### src/rtl/sau_consts.svh
// constants for the secure access unit register tail
`ifndef SAU_CONSTS_SVH
`define SAU_CONSTS_SVH
`define SAU_OFS_FLAG_CLEAR     8'h20
`define SAU_OFS_CHAN_INFO      8'h24
`define SAU_OFS_REVISION       8'h28
`define SAU_OFS_UNLOCK         8'hFC
`define SAU_OFS_STATUS         8'h10
`define SAU_OFS_MASK_SET       8'h14
`define SAU_OFS_MASK_CLR       8'h18
`define SAU_OFS_MASK_STATE     8'h1C
`define SAU_CHANNELS           16
`define SAU_REMAP_RESET        32'h00000000
`define SAU_BIT_EXP            0
`define SAU_BIT_CAS            1
`define SAU_BIT_CAU            2
`define SAU_BIT_UNLOCK_REG_READ         3
`define SAU_BIT_UNLOCK_KEY_ERROR          4
`define SAU_BIT_UNLOCK_WHILE_ERROR           5
`define SAU_BIT_MBERR          6
`define SAU_BIT_REMAP_ADDRESS_ERROR         7
`define SAU_ERR_MASK           8'hF4
`define SAU_KEY_LSB            8
`define SAU_KEY_MSB            15
`define SAU_CHAN_MSB           5
`define SAU_REMAP_HI_MIN       16'hFFFC
`define SAU_VERSION_DEFAULT    12'h123
`define SAU_VARIANT_DEFAULT    4'h0
`define SAU_UNLOCK_WIN_NS      2000
`define SAU_CLK_NS             25
`define SAU_UNLOCK_WIN_CYC     ((`SAU_UNLOCK_WIN_NS) / (`SAU_CLK_NS))
`endif

### src/rtl/sau_pkg.sv
// types for the secure access unit register tail
package sau_pkg;
  typedef enum logic [1:0]
  {
    SAU_IDLE   = 2'b00,
    SAU_OPEN   = 2'b01,
    SAU_ACCESS = 2'b10
  } sau_unlock_e;
  typedef logic [7:0] sau_flags_t;
endpackage

### src/rtl/sau_remap_bank.sv
// per-channel remap target registers
`timescale 1ns/100ps
`include "sau_consts.svh"
module sau_remap_bank
  import sau_pkg::*;
#(
  parameter int CHANNELS = `SAU_CHANNELS
)
(
  input  wire logic                        clk,
  input  wire logic                        rstn,
  input  wire logic                        ce,
  input  wire logic                        wr_en,
  input  wire logic [$clog2(CHANNELS)-1:0] wr_idx,
  input  wire logic [31:0]                 wr_data,
  input  wire logic [$clog2(CHANNELS)-1:0] rd_idx,
  output logic      [31:0]                 rd_data
);
  logic [31:0] remap_target_ff [CHANNELS];
  logic [31:0] nxt_remap_target [CHANNELS];

  genvar g;
  generate
    for (g = 0; g < CHANNELS; g++)
    begin : g_chan
      always_comb
      begin
        nxt_remap_target[g] = remap_target_ff[g];
        if (wr_en && (wr_idx == g[$clog2(CHANNELS)-1:0]))
          nxt_remap_target[g] = wr_data;
      end
      always_ff @(posedge clk or negedge rstn)
      begin
        if (!rstn)
          remap_target_ff[g] <= `SAU_REMAP_RESET;
        else if (ce)
          remap_target_ff[g] <= nxt_remap_target[g];
      end
    end
  endgenerate

  assign rd_data = remap_target_ff[rd_idx];
endmodule

### src/rtl/secure_access_unit_regs.sv
// register tail of the secure access unit: flags, clear, info, remap, unlock
`timescale 1ns/100ps
`include "sau_consts.svh"
module secure_access_unit_regs
  import sau_pkg::*;
#(
  parameter int          CHANNELS = `SAU_CHANNELS,
  parameter logic [11:0] VERSION  = `SAU_VERSION_DEFAULT, // arbitrary value
  parameter logic [3:0]  VARIANT  = `SAU_VARIANT_DEFAULT, // arbitrary value
  parameter int          UNLOCK_WIN_CYC = `SAU_UNLOCK_WIN_CYC
)
(
  input  wire logic                        clk,
  input  wire logic                        rstn,
  input  wire logic                        ce,
  input  wire logic                        fast_bus_clock_en,
  input  wire logic                        periph_bus_clock_en,
  input  wire logic                        reg_sel,
  input  wire logic                        reg_wr,
  input  wire logic [7:0]                  reg_addr,
  input  wire logic [31:0]                 reg_wdata,
  output logic      [31:0]                 reg_rdata,
  input  wire logic [7:0]                  configured_unlock_key,
  input  wire logic [CHANNELS-1:0]         chan_enable,
  input  wire logic                        chan_access,
  input  wire logic [$clog2(CHANNELS)-1:0] chan_access_idx,
  input  wire logic                        master_bus_error,
  output logic                             chan_grant,
  output logic      [31:0]                 remap_addr,
  output logic                             irq
);
  localparam int CW = $clog2(CHANNELS);

  sau_flags_t     unit_status_ff, nxt_unit_status;
  sau_flags_t     irq_mask_state_ff, nxt_irq_mask_state;
  sau_unlock_e    state_ff, nxt_state;
  logic [CW-1:0]  open_chan_ff, nxt_open_chan;
  logic [15:0]    win_cnt_ff, nxt_win_cnt;
  logic [31:0]    reg_rdata_ff, nxt_reg_rdata;
  logic           chan_grant_ff, nxt_chan_grant;
  logic [31:0]    remap_addr_ff, nxt_remap_addr;
  logic           irq_ff, nxt_irq;
  logic [31:0]    remap_rd;
  logic [CW-1:0]  remap_rd_idx;

  // peripheral-side logic, fast-side flags and the SAU_OPEN window advance only while their gated clocks run
  logic pb_ce;
  logic hs_ce;
  assign pb_ce = ce & periph_bus_clock_en;
  assign hs_ce = ce & fast_bus_clock_en;

  logic bus_wr;
  logic bus_rd;
  logic ctrl_hit;
  logic remap_hit;
  logic unlock_wr;
  logic key_ok;
  logic [CW-1:0] unlock_chan;
  assign bus_wr      = reg_sel & reg_wr & pb_ce;
  assign bus_rd      = reg_sel & ~reg_wr & pb_ce;
  // named registers shadow remap 4 to 10: those targets stay at reset, reachable only through a grant
  assign ctrl_hit    = (reg_addr >= `SAU_OFS_STATUS) && (reg_addr <= `SAU_OFS_REVISION);
  assign remap_hit   = (reg_addr[7:2] < CHANNELS[5:0]) && (reg_addr[1:0] == 2'b00) && !ctrl_hit;
  assign unlock_wr   = bus_wr && (reg_addr == `SAU_OFS_UNLOCK);
  assign key_ok      = reg_wdata[`SAU_KEY_MSB:`SAU_KEY_LSB] == configured_unlock_key;
  assign unlock_chan = reg_wdata[CW-1:0];
  assign remap_rd_idx = bus_rd ? reg_addr[CW+1:2] : chan_access_idx;

  sau_remap_bank #(
    .CHANNELS (CHANNELS)
  ) u_remap (
    .clk     (clk),
    .rstn    (rstn),
    .ce      (pb_ce),
    .wr_en   (bus_wr && remap_hit),
    .wr_idx  (reg_addr[CW+1:2]),
    .wr_data (reg_wdata),
    .rd_idx  (remap_rd_idx),
    .rd_data (remap_rd)
  );

  // status flags: hardware sets win over a clear in the same cycle
  always_comb
  begin
    sau_flags_t set_v;
    sau_flags_t clr_v;
    set_v = '0;
    clr_v = '0;
    nxt_irq_mask_state = irq_mask_state_ff;
    if (bus_wr && reg_addr == `SAU_OFS_FLAG_CLEAR)
      clr_v = reg_wdata[7:0];
    if (bus_wr && reg_addr == `SAU_OFS_MASK_SET)
      nxt_irq_mask_state = irq_mask_state_ff | reg_wdata[7:0];
    if (bus_wr && reg_addr == `SAU_OFS_MASK_CLR)
      nxt_irq_mask_state = irq_mask_state_ff & ~reg_wdata[7:0];
    if (bus_rd && reg_addr == `SAU_OFS_UNLOCK)
      set_v[`SAU_BIT_UNLOCK_REG_READ] = 1'b1;
    if (unlock_wr && (unit_status_ff & `SAU_ERR_MASK) != 8'h00)
      set_v[`SAU_BIT_UNLOCK_WHILE_ERROR] = 1'b1;
    else if (unlock_wr && !key_ok)
      set_v[`SAU_BIT_UNLOCK_KEY_ERROR] = 1'b1;
    if (hs_ce && chan_access &&
        !(state_ff == SAU_OPEN && open_chan_ff == chan_access_idx && chan_enable[chan_access_idx]))
      set_v[`SAU_BIT_CAU] = 1'b1;
    if (hs_ce && chan_access && state_ff == SAU_OPEN && open_chan_ff == chan_access_idx &&
        chan_enable[chan_access_idx])
      set_v[`SAU_BIT_CAS] = 1'b1;
    if (hs_ce && state_ff == SAU_OPEN && win_cnt_ff == 16'h0001 && !chan_access)
      set_v[`SAU_BIT_EXP] = 1'b1;
    if (hs_ce && master_bus_error)
      set_v[`SAU_BIT_MBERR] = 1'b1;
    if (bus_wr && remap_hit && reg_wdata[31:16] < `SAU_REMAP_HI_MIN)
      set_v[`SAU_BIT_REMAP_ADDRESS_ERROR] = 1'b1;
    nxt_unit_status = (unit_status_ff & ~clr_v) | set_v;
  end

  // unlock window machine
  always_comb
  begin
    nxt_state      = state_ff;
    nxt_open_chan  = open_chan_ff;
    nxt_win_cnt    = win_cnt_ff;
    nxt_chan_grant = 1'b0;
    nxt_remap_addr = remap_addr_ff;
    case (state_ff)
      SAU_IDLE:
      begin
        nxt_win_cnt = 16'h0000;
      end
      SAU_OPEN:
      begin
        if (hs_ce && chan_access && open_chan_ff == chan_access_idx && chan_enable[chan_access_idx])
        begin
          nxt_chan_grant = 1'b1;
          nxt_remap_addr = remap_rd;
          nxt_state      = SAU_ACCESS;
        end
        else if (hs_ce && win_cnt_ff == 16'h0001)
          nxt_state = SAU_IDLE;
        else if (hs_ce)
          nxt_win_cnt = win_cnt_ff - 16'h0001;
      end
      SAU_ACCESS:
      begin
        nxt_state = SAU_IDLE;
      end
      default:
      begin
        nxt_state = SAU_IDLE;
      end
    endcase
    if (unlock_wr && key_ok && (unit_status_ff & `SAU_ERR_MASK) == 8'h00)
    begin
      nxt_state     = SAU_OPEN;
      nxt_open_chan = unlock_chan;
      nxt_win_cnt   = UNLOCK_WIN_CYC[15:0];
    end
  end

  // register read data and interrupt line
  always_comb
  begin
    nxt_reg_rdata = reg_rdata_ff;
    if (bus_rd)
    begin
      nxt_reg_rdata = 32'h00000000;
      if (remap_hit)
        nxt_reg_rdata = remap_rd;
      else
        case (reg_addr)
          `SAU_OFS_STATUS:     nxt_reg_rdata = {24'h000000, unit_status_ff};
          `SAU_OFS_MASK_STATE: nxt_reg_rdata = {24'h000000, irq_mask_state_ff};
          `SAU_OFS_CHAN_INFO:  nxt_reg_rdata = {26'h0000000, CHANNELS[5:0]};
          `SAU_OFS_REVISION:   nxt_reg_rdata = {12'h000, VARIANT, 4'h0, VERSION};
          default:             nxt_reg_rdata = 32'h00000000;
        endcase
    end
    nxt_irq = (nxt_unit_status & nxt_irq_mask_state) != 8'h00;
  end

  always_ff @(posedge clk or negedge rstn)
  begin
    if (!rstn)
    begin
      unit_status_ff    <= 8'h00;
      irq_mask_state_ff <= 8'h00;
      state_ff          <= SAU_IDLE;
      open_chan_ff      <= '0;
      win_cnt_ff        <= 16'h0000;
      reg_rdata_ff      <= 32'h00000000;
      chan_grant_ff     <= 1'b0;
      remap_addr_ff     <= 32'h00000000;
      irq_ff            <= 1'b0;
    end
    else if (ce)
    begin
      unit_status_ff    <= nxt_unit_status;
      irq_mask_state_ff <= nxt_irq_mask_state;
      state_ff          <= nxt_state;
      open_chan_ff      <= nxt_open_chan;
      win_cnt_ff        <= nxt_win_cnt;
      reg_rdata_ff      <= nxt_reg_rdata;
      chan_grant_ff     <= nxt_chan_grant;
      remap_addr_ff     <= nxt_remap_addr;
      irq_ff            <= nxt_irq;
    end
  end

  assign reg_rdata  = reg_rdata_ff;
  assign chan_grant = chan_grant_ff;
  assign remap_addr = remap_addr_ff;
  assign irq        = irq_ff;

  a_clear_one_bit: assert property (@(posedge clk) disable iff (!rstn)
    (ce && periph_bus_clock_en && reg_sel && reg_wr && reg_addr == `SAU_OFS_FLAG_CLEAR && reg_wdata[`SAU_BIT_UNLOCK_KEY_ERROR]
     && !unlock_wr) |=> !unit_status_ff[`SAU_BIT_UNLOCK_KEY_ERROR])
    else $error("flag not cleared");
  a_clear_zero_keeps: assert property (@(posedge clk) disable iff (!rstn)
    (bus_wr && reg_addr == `SAU_OFS_FLAG_CLEAR && unit_status_ff[`SAU_BIT_REMAP_ADDRESS_ERROR] && !reg_wdata[`SAU_BIT_REMAP_ADDRESS_ERROR])
    |=> unit_status_ff[`SAU_BIT_REMAP_ADDRESS_ERROR])
    else $error("flag lost on zero write");
  a_chan_count_read: assert property (@(posedge clk) disable iff (!rstn)
    (bus_rd && reg_addr == `SAU_OFS_CHAN_INFO) |=> reg_rdata == 32'h00000010)
    else $error("wrong channel count");
  a_version_read: assert property (@(posedge clk) disable iff (!rstn)
    (bus_rd && reg_addr == `SAU_OFS_REVISION) |=> reg_rdata[11:0] == VERSION && reg_rdata[31:20] == 12'h000)
    else $error("wrong version");
  a_bad_key_flag: assert property (@(posedge clk) disable iff (!rstn)
    (unlock_wr && !key_ok) |=> unit_status_ff[`SAU_BIT_UNLOCK_KEY_ERROR] || unit_status_ff[`SAU_BIT_UNLOCK_WHILE_ERROR])
    else $error("key error not flagged");
  a_unlock_blocked: assert property (@(posedge clk) disable iff (!rstn)
    (unlock_wr && (unit_status_ff & `SAU_ERR_MASK) != 8'h00) |=> unit_status_ff[`SAU_BIT_UNLOCK_WHILE_ERROR] && state_ff != SAU_OPEN)
    else $error("unlock not aborted");
  a_good_key_opens: assert property (@(posedge clk) disable iff (!rstn)
    (unlock_wr && key_ok && (unit_status_ff & `SAU_ERR_MASK) == 8'h00) |=> state_ff == SAU_OPEN && open_chan_ff == $past(unlock_chan))
    else $error("unlock failed");
  a_locked_access: assert property (@(posedge clk) disable iff (!rstn)
    (hs_ce && chan_access && state_ff == SAU_IDLE) |=> unit_status_ff[`SAU_BIT_CAU])
    else $error("access unsuccessful not set");
  a_irq_follows: assert property (@(posedge clk) disable iff (!rstn)
    ce |=> irq == (($past(nxt_unit_status) & $past(nxt_irq_mask_state)) != 8'h00))
    else $error("irq mismatch");
  c_unlock_grant: cover property (@(posedge clk) disable iff (!rstn) state_ff == SAU_OPEN ##[1:20] chan_grant);
  c_expire:       cover property (@(posedge clk) disable iff (!rstn) $rose(unit_status_ff[`SAU_BIT_EXP]));
  c_irq:          cover property (@(posedge clk) disable iff (!rstn) $rose(irq));
endmodule

### config.mk
export PLATFORM = sky130hd
export DESIGN_NAME = secure_access_unit_regs
export DESIGN_NICKNAME = d
export VERILOG_FILES = /design/src/rtl/sau_pkg.sv /design/src/rtl/sau_remap_bank.sv /design/src/rtl/secure_access_unit_regs.sv
export VERILOG_INCLUDE_DIRS = /design/src /design/src/rtl
export SDC_FILE = /design/constraint.sdc
export NUM_CORES = 1
export LEC_CHECK = 0
export BUFFER_PORTS_ARGS = -buffer_cell sky130_fd_sc_hd__buf_2
export CAP_MARGIN = 20
export CORE_MARGIN = 2
export CORE_UTILIZATION = 61
export DETAILED_ROUTE_END_ITERATION = 6
export GPL_TIMING_DRIVEN = 0
export MAX_ROUTING_LAYER = met4
export PLACE_DENSITY = 0.76
export SETUP_SLACK_MARGIN = 0.4
export SYNTH_ARGS = -nofsm -noshare
export SYNTH_HDL_FRONTEND = slang
export SYNTH_HIERARCHICAL = 1
export SYNTH_SLANG_ARGS = --single-unit
### constraint.sdc
create_clock -name clk -period 3.25 [get_ports clk]
set_input_delay 0.1625 -clock clk [delete_from_list [all_inputs] [get_ports clk]]
set_output_delay 0.1625 -clock clk [all_outputs]
set_load 0.01 [all_outputs]
==> impl_results.html <==
<table>
<tr><th>Metric</th><th>Value</th></tr>
<tr><th colspan="2">Final layout</th></tr>
<tr><td>Sequential cell area</td><td>about 0.015 mm2</td></tr>
<tr><td>Post-Route Utilization</td><td>0.714</td></tr>
<tr><td>Post-route cell area</td><td>0.0324 mm2</td></tr>
<tr><td>Filler cell count</td><td>3072</td></tr>
<tr><td>Area of the multi-input gates</td><td>0.0119 mm2</td></tr>
<tr><td>Area growth from synthesis to layout</td><td>15.4%</td></tr>
<tr><td>Layout cells sized above 1</td><td>0.453</td></tr>
<tr><td>Final #Nets</td><td>2250</td></tr>
<tr><th colspan="2">Worst setup path</th></tr>
<tr><td>Critical path startpoint category</td><td>primary input</td></tr>
<tr><td>Worst path bufs/invs</td><td>6</td></tr>
<tr><td>Biggest fanout along the worst timing path</td><td>10</td></tr>
<tr><td>Worst endpoint required time</td><td>3.74 ns</td></tr>
<tr><td>CP delay by family, top</td><td>buffers and inverters</td></tr>
<tr><td>Data arrival time at the worst-slack endpoint</td><td>3.25 ns</td></tr>
<tr><td>Most common cell on crit path</td><td>sky130_fd_sc_hd__buf_2</td></tr>
<tr><td>Register-to-register path setup slack</td><td>between 0.6 and 0.7 ns</td></tr>
<tr><td>Critical path's largest stage delay</td><td>0.37 ns</td></tr>
<tr><td>Crit path capture type</td><td>flip-flop</td></tr>
<tr><td>Critical path type</td><td>in2reg</td></tr>
<tr><td>Critical path, cell by cell</td><td>buf_2, buf_2, nand3_2, or2_2, clkbuf_2, clkbuf_4, nand2_1, nand2_1, buf_2, buf_4, mux4_2, a22oi_2, nand2_2, a222oi_1, o21ai_0</td></tr>
<tr><td>Critical Path Slowest Stage Cell</td><td>sky130_fd_sc_hd__a222oi_1</td></tr>
<tr><th colspan="2">Floorplan</th></tr>
<tr><td>Die ar.</td><td>between 0.04 and 0.05 mm2</td></tr>
<tr><td>Die boundary width</td><td>219 um</td></tr>
<tr><td>Boundary Pins</td><td>143</td></tr>
<tr><td>Initial Util</td><td>0.619</td></tr>
<tr><td>Die extent in y</td><td>219 um</td></tr>
<tr><td>Number of placement rows</td><td>78</td></tr>
<tr><td>Core footprint</td><td>0.0454 mm2</td></tr>
<tr><th colspan="2">Synth</th></tr>
<tr><td>Number of flops mapped to enable cells by yosys</td><td>0</td></tr>
<tr><td>Most used flip-flop cell after synthesis</td><td>sky130_fd_sc_hd__dfrtp_1</td></tr>
<tr><td>Flop and latch count out of synthesis</td><td>616</td></tr>
<tr><td>Mapped Nets</td><td>~2000</td></tr>
<tr><td>Register area share after synthesis</td><td>0.549</td></tr>
<tr><td>Synth top area cells</td><td>sky130_fd_sc_hd__dfrtp_1 55%, sky130_fd_sc_hd__mux2_2 20%, sky130_fd_sc_hd__mux4_2 10%, sky130_fd_sc_hd__nand2_1 1.8%, sky130_fd_sc_hd__a22oi_1 1.7%</td></tr>
<tr><td>Post-Syn Area per Cell</td><td>14.6 um2</td></tr>
<tr><td>Count of unique library cells instantiated by Yosys</td><td>69</td></tr>
<tr><td>Area of the mapped netlist</td><td>~0.028 mm2</td></tr>
<tr><td>Async set-reset flop share out of synthesis</td><td>1.00</td></tr>
<tr><td>Most area-hungry cell type in the Yosys netlist</td><td>sky130_fd_sc_hd__dfrtp_1</td></tr>
<tr><td>Cell count after synthesis</td><td>1919</td></tr>
<tr><td>YS warnings</td><td>6</td></tr>
<tr><td>Portion of synthesized cell area occupied by the leading cell type</td><td>0.549</td></tr>
<tr><th colspan="2">Flow run</th></tr>
<tr><td>MaxCap Viol Count</td><td>0</td></tr>
<tr><th colspan="2">Power and ir drop</th></tr>
<tr><td>Peak supply drop</td><td>551 uV</td></tr>
<tr><td>Power per unit of standard cell area</td><td>a little over 500 mW/mm2</td></tr>
<tr><td>LEAKAGE</td><td>16.1 nW</td></tr>
<tr><th colspan="2">Clock network</th></tr>
<tr><td>TritonCTS clock tree</td><td>built</td></tr>
<tr><td>Number of sinks on the clock net</td><td>approximately 600</td></tr>
<tr><td>Maximum buffer depth of the clock tree</td><td>3</td></tr>
<tr><td>Clock-pin slew reported for the worst setup and hold paths after clock tree synthesis</td><td>0.06 ns</td></tr>
<tr><td>Insertion delay to the later sink of the worst-skew pair</td><td>0.64 ns</td></tr>
<tr><td>Root Buffer Master</td><td>sky130_fd_sc_hd__clkbuf_16</td></tr>
<tr><td>Number of H-tree levels</td><td>2</td></tr>
<tr><td>Number of buffers inserted during clock tree synthesis</td><td>60</td></tr>
<tr><th colspan="2">Route</th></tr>
<tr><td>Total wire length after detailed routing</td><td>74000 um</td></tr>
<tr><td>Number of DRC violations after detailed-routing iteration 0</td><td>1555</td></tr>
<tr><td>Wire length per cell after detailed routing</td><td>26.2 um</td></tr>
<tr><td>Detailed Routing Iterations Pass 1</td><td>5</td></tr>
<tr><td>Antenna-violating nets left</td><td>0</td></tr>
<tr><td>Via-per-instance ratio</td><td>6.45</td></tr>
<tr><td>Overall via count from detail_route</td><td>about 18000</td></tr>
<tr><td>DRC violation count after routing</td><td>0</td></tr>
<tr><th colspan="2">Placed design</th></tr>
<tr><td>Placed Instance Area</td><td>between 0.02 and 0.03 mm2</td></tr>
<tr><td>Placer's final routability congestion estimate</td><td>0.932</td></tr>
<tr><td>Sum of net half-perimeters after detailed placement</td><td>49700 um</td></tr>
<tr><td>Number of buffers inserted by port buffering</td><td>141</td></tr>
<tr><th colspan="2">STA</th></tr>
<tr><td>Slew @ Worst Pin</td><td>0.998 ns</td></tr>
<tr><td>Final-report hold violation count</td><td>0</td></tr>
<tr><td>Remaining max-slew budget at the tightest pin</td><td>0.329</td></tr>
<tr><td>Final critical delay including setup and external delays</td><td>around 2.8 ns</td></tr>
<tr><td>Final critical-path share of the clock period</td><td>0.852</td></tr>
<tr><td>Clk_skew</td><td>0.0180 ns</td></tr>
<tr><td>Hold Worst Slack</td><td>slightly above 0.009 ns</td></tr>
<tr><td>Setup repair after global routing missed its margin</td><td>false</td></tr>
<tr><td>Setup TNS</td><td>0 ns</td></tr>
<tr><td>Finish-stage setup viols</td><td>0</td></tr>
<tr><td>Fmax</td><td>0.361 GHz</td></tr>
<tr><td>Final max-slew violation count</td><td>0</td></tr>
<tr><th colspan="2">Min path</th></tr>
<tr><td>Type of the most critical hold path</td><td>in2reg</td></tr>
<tr><th colspan="2">GRT</th></tr>
<tr><td>Global-route total usage across every layer</td><td>0.327</td></tr>
<tr><td>Antenna violations before repair</td><td>1</td></tr>
<tr><td>Number of global-route vias before repair</td><td>between 15000 and 20000</td></tr>
<tr><td>Global-route wire length before repair</td><td>113000 um</td></tr>
<tr><td>Pin count of the biggest net entering global routing</td><td>133</td></tr>
<tr><td>Congestion Overflow GR</td><td>0</td></tr>
<tr><th colspan="2">Outcome</th></tr>
<tr><td>Result of the run</td><td>finished clean</td></tr>
</table>
==> through the flow <==
stage | total power, mW | instances | worst slack (ns)
2_1_floorplan | 8.82 | 1919 | 0.417
3_3_place_gp | 9.35 | 2660 | -10.09
3_5_place_dp | 9.42 | 2666 | -1.47
4_1_cts | 16.8 | 2819 | 0.380
5_1_grt | 17.3 | 2824 | 0.396
6_report | 16.7 | 2824 | 0.480
==> layout make-up <==
class                           instances  area share
Tap cell                              600      0.0232
Multi-Input combinational cell       1139       0.368
Antenna cell                            1   0.0000773
Sequential cell                       616       0.476
Clock buffer                          102      0.0593
Clock inverter                         12     0.00614
Inverter                               10     0.00116
Timing Repair Buffer                  190      0.0395
Buffer                                154      0.0265
==> report_power, final <==
| group | switching (mW) | internal (mW) | total [mW] |
|---|---|---|---|
| clock network | 2.97 | 4.39 | 7.36 |
| registers | 0.107 | 7.78 | 7.89 |
| logic | 0.930 | 0.551 | 1.48 |
| total | 4.01 | 12.7 | 16.7 |
==> final timing paths <==
check / startpoint / to / cells past startpoint
worst min-delay path: reg_addr[7] / reg_rdata[4] / 4
worst max-delay path: ce / reg_rdata[2] / 15
max in group asynchronous: rstn / u_remap/remap_target_ff[212] / 4
worst min register to register: reg_rdata[7] / reg_rdata[7] / 2
min in group asynchronous: rstn / u_remap/remap_target_ff[488] / 2
worst max register to register: win_cnt_ff[2] / win_cnt_ff[15] / 6
==> worst reg2reg max path: stages, from the launching register on <==
cell	delay [ns]
sky130_fd_sc_hd__dfrtp_1	0.43
sky130_fd_sc_hd__or3_4	0.40
sky130_fd_sc_hd__or3_4	0.36
sky130_fd_sc_hd__or3_4	0.35
sky130_fd_sc_hd__or4_4	0.48
sky130_fd_sc_hd__nor4_2	0.31
sky130_fd_sc_hd__mux2i_1	0.21
==> placed cells by master, fill, tap and decap left out, types with 5 or more instances in the layout <==
cell type                       synthesis  routed
sky130_fd_sc_hd__dfrtp_1              616     616
sky130_fd_sc_hd__mux2_2               506     506
sky130_fd_sc_hd__buf_2                 54     190
sky130_fd_sc_hd__nand2_1              136     135
sky130_fd_sc_hd__mux4_2               130     130
sky130_fd_sc_hd__clkbuf_1              78      72
sky130_fd_sc_hd__a22oi_1               65      63
sky130_fd_sc_hd__clkbuf_16              0      62
sky130_fd_sc_hd__dlygate4sd3_1          0      40
sky130_fd_sc_hd__mux2_1                38      38
sky130_fd_sc_hd__o21ai_0               38      37
sky130_fd_sc_hd__nor2_1                31      29
sky130_fd_sc_hd__clkbuf_8               2      24
sky130_fd_sc_hd__buf_4                  8      22
sky130_fd_sc_hd__a21oi_1               17      17
sky130_fd_sc_hd__clkbuf_2               2      14
sky130_fd_sc_hd__buf_6                  6      13
sky130_fd_sc_hd__mux2i_1               12      12
sky130_fd_sc_hd__xnor2_1               12      12
sky130_fd_sc_hd__nand4_1               12      12
sky130_fd_sc_hd__inv_1                 10      10
sky130_fd_sc_hd__nand2b_1              10      10
sky130_fd_sc_hd__o31ai_1               10      10
sky130_fd_sc_hd__nor4_1                 9       8
sky130_fd_sc_hd__and3_1                 7       7
sky130_fd_sc_hd__nor3_1                 7       7
sky130_fd_sc_hd__or4_1                  6       6
sky130_fd_sc_hd__and2_1                 5       5
sky130_fd_sc_hd__a31oi_1                5       5
sky130_fd_sc_hd__nor4b_1                5       5
sky130_fd_sc_hd__a222oi_1               5       5
sky130_fd_sc_hd__bufinv_16              0       5
sky130_fd_sc_hd__clkinv_2               0       5
sky130_fd_sc_hd__buf_16                 0       5
==> registers in the layout, summed over array words and instances, names as in the netlist <==
name	cells
irq_mask_state_ff	8
state_ff	2
win_cnt_ff	16
u_remap/remap_target_ff	512
remap_addr	32
chan_grant	1
reg_rdata	32
unit_status_ff	8
open_chan_ff	4
irq	1
==> cells by family (layout without fill, tap and decap cells) <==
kind of cell	after synthesis	after routing	synth area share
adder cells (fa/ha/maj)	2	2	0.000891
multiplexers	686	686	0.327
buffers and inverters	164	468	0.0278
AO/OA/AOI/OAI	173	173	0.0434
flip-flops	616	616	0.549
XOR/XNOR	12	12	0.00374
other	0	1	0
AND/OR/NAND/NOR	266	266	0.0484
==> Yosys cell counts (all sizes together) (10+ instances only) <==
library cell and n:
clkbuf 82, o21ai 39, a22oi 66, nor2 33, o31ai 10, mux2i 12
mux4 130, nand2b 10, buf 72, nor4 12, a21oi 17, inv 10
mux2 544, nand4 12, xnor2 12, nand2 136, dfrtp 616
==> what timing repair did <==
| item | in CTS | in global routing |
|---|---|---|
| buffers inserted | 0 | 2 |
| hold buffers | 39 | 1 |
| hold endpoints to repair | 256 | 1 |
| gates resized for setup | 55 | 25 |
| setup endpoints to repair | 64 | 171 |
| pin swaps | 0 | 2 |
==> layer usage <==
| metal | global-route usage | routed length [um] | share of wire |
|---|---|---|---|
| met1 | 0.447 | 31100 | 0.42 |
| met2 | 0.509 | 35900 | 0.48 |
| met3 | 0.0533 | 4470 | 0.060 |
| met4 | 0.103 | 2570 | 0.035 |
| met5 | - | 0 | 0 |
(Power assumes the default switching activity.)
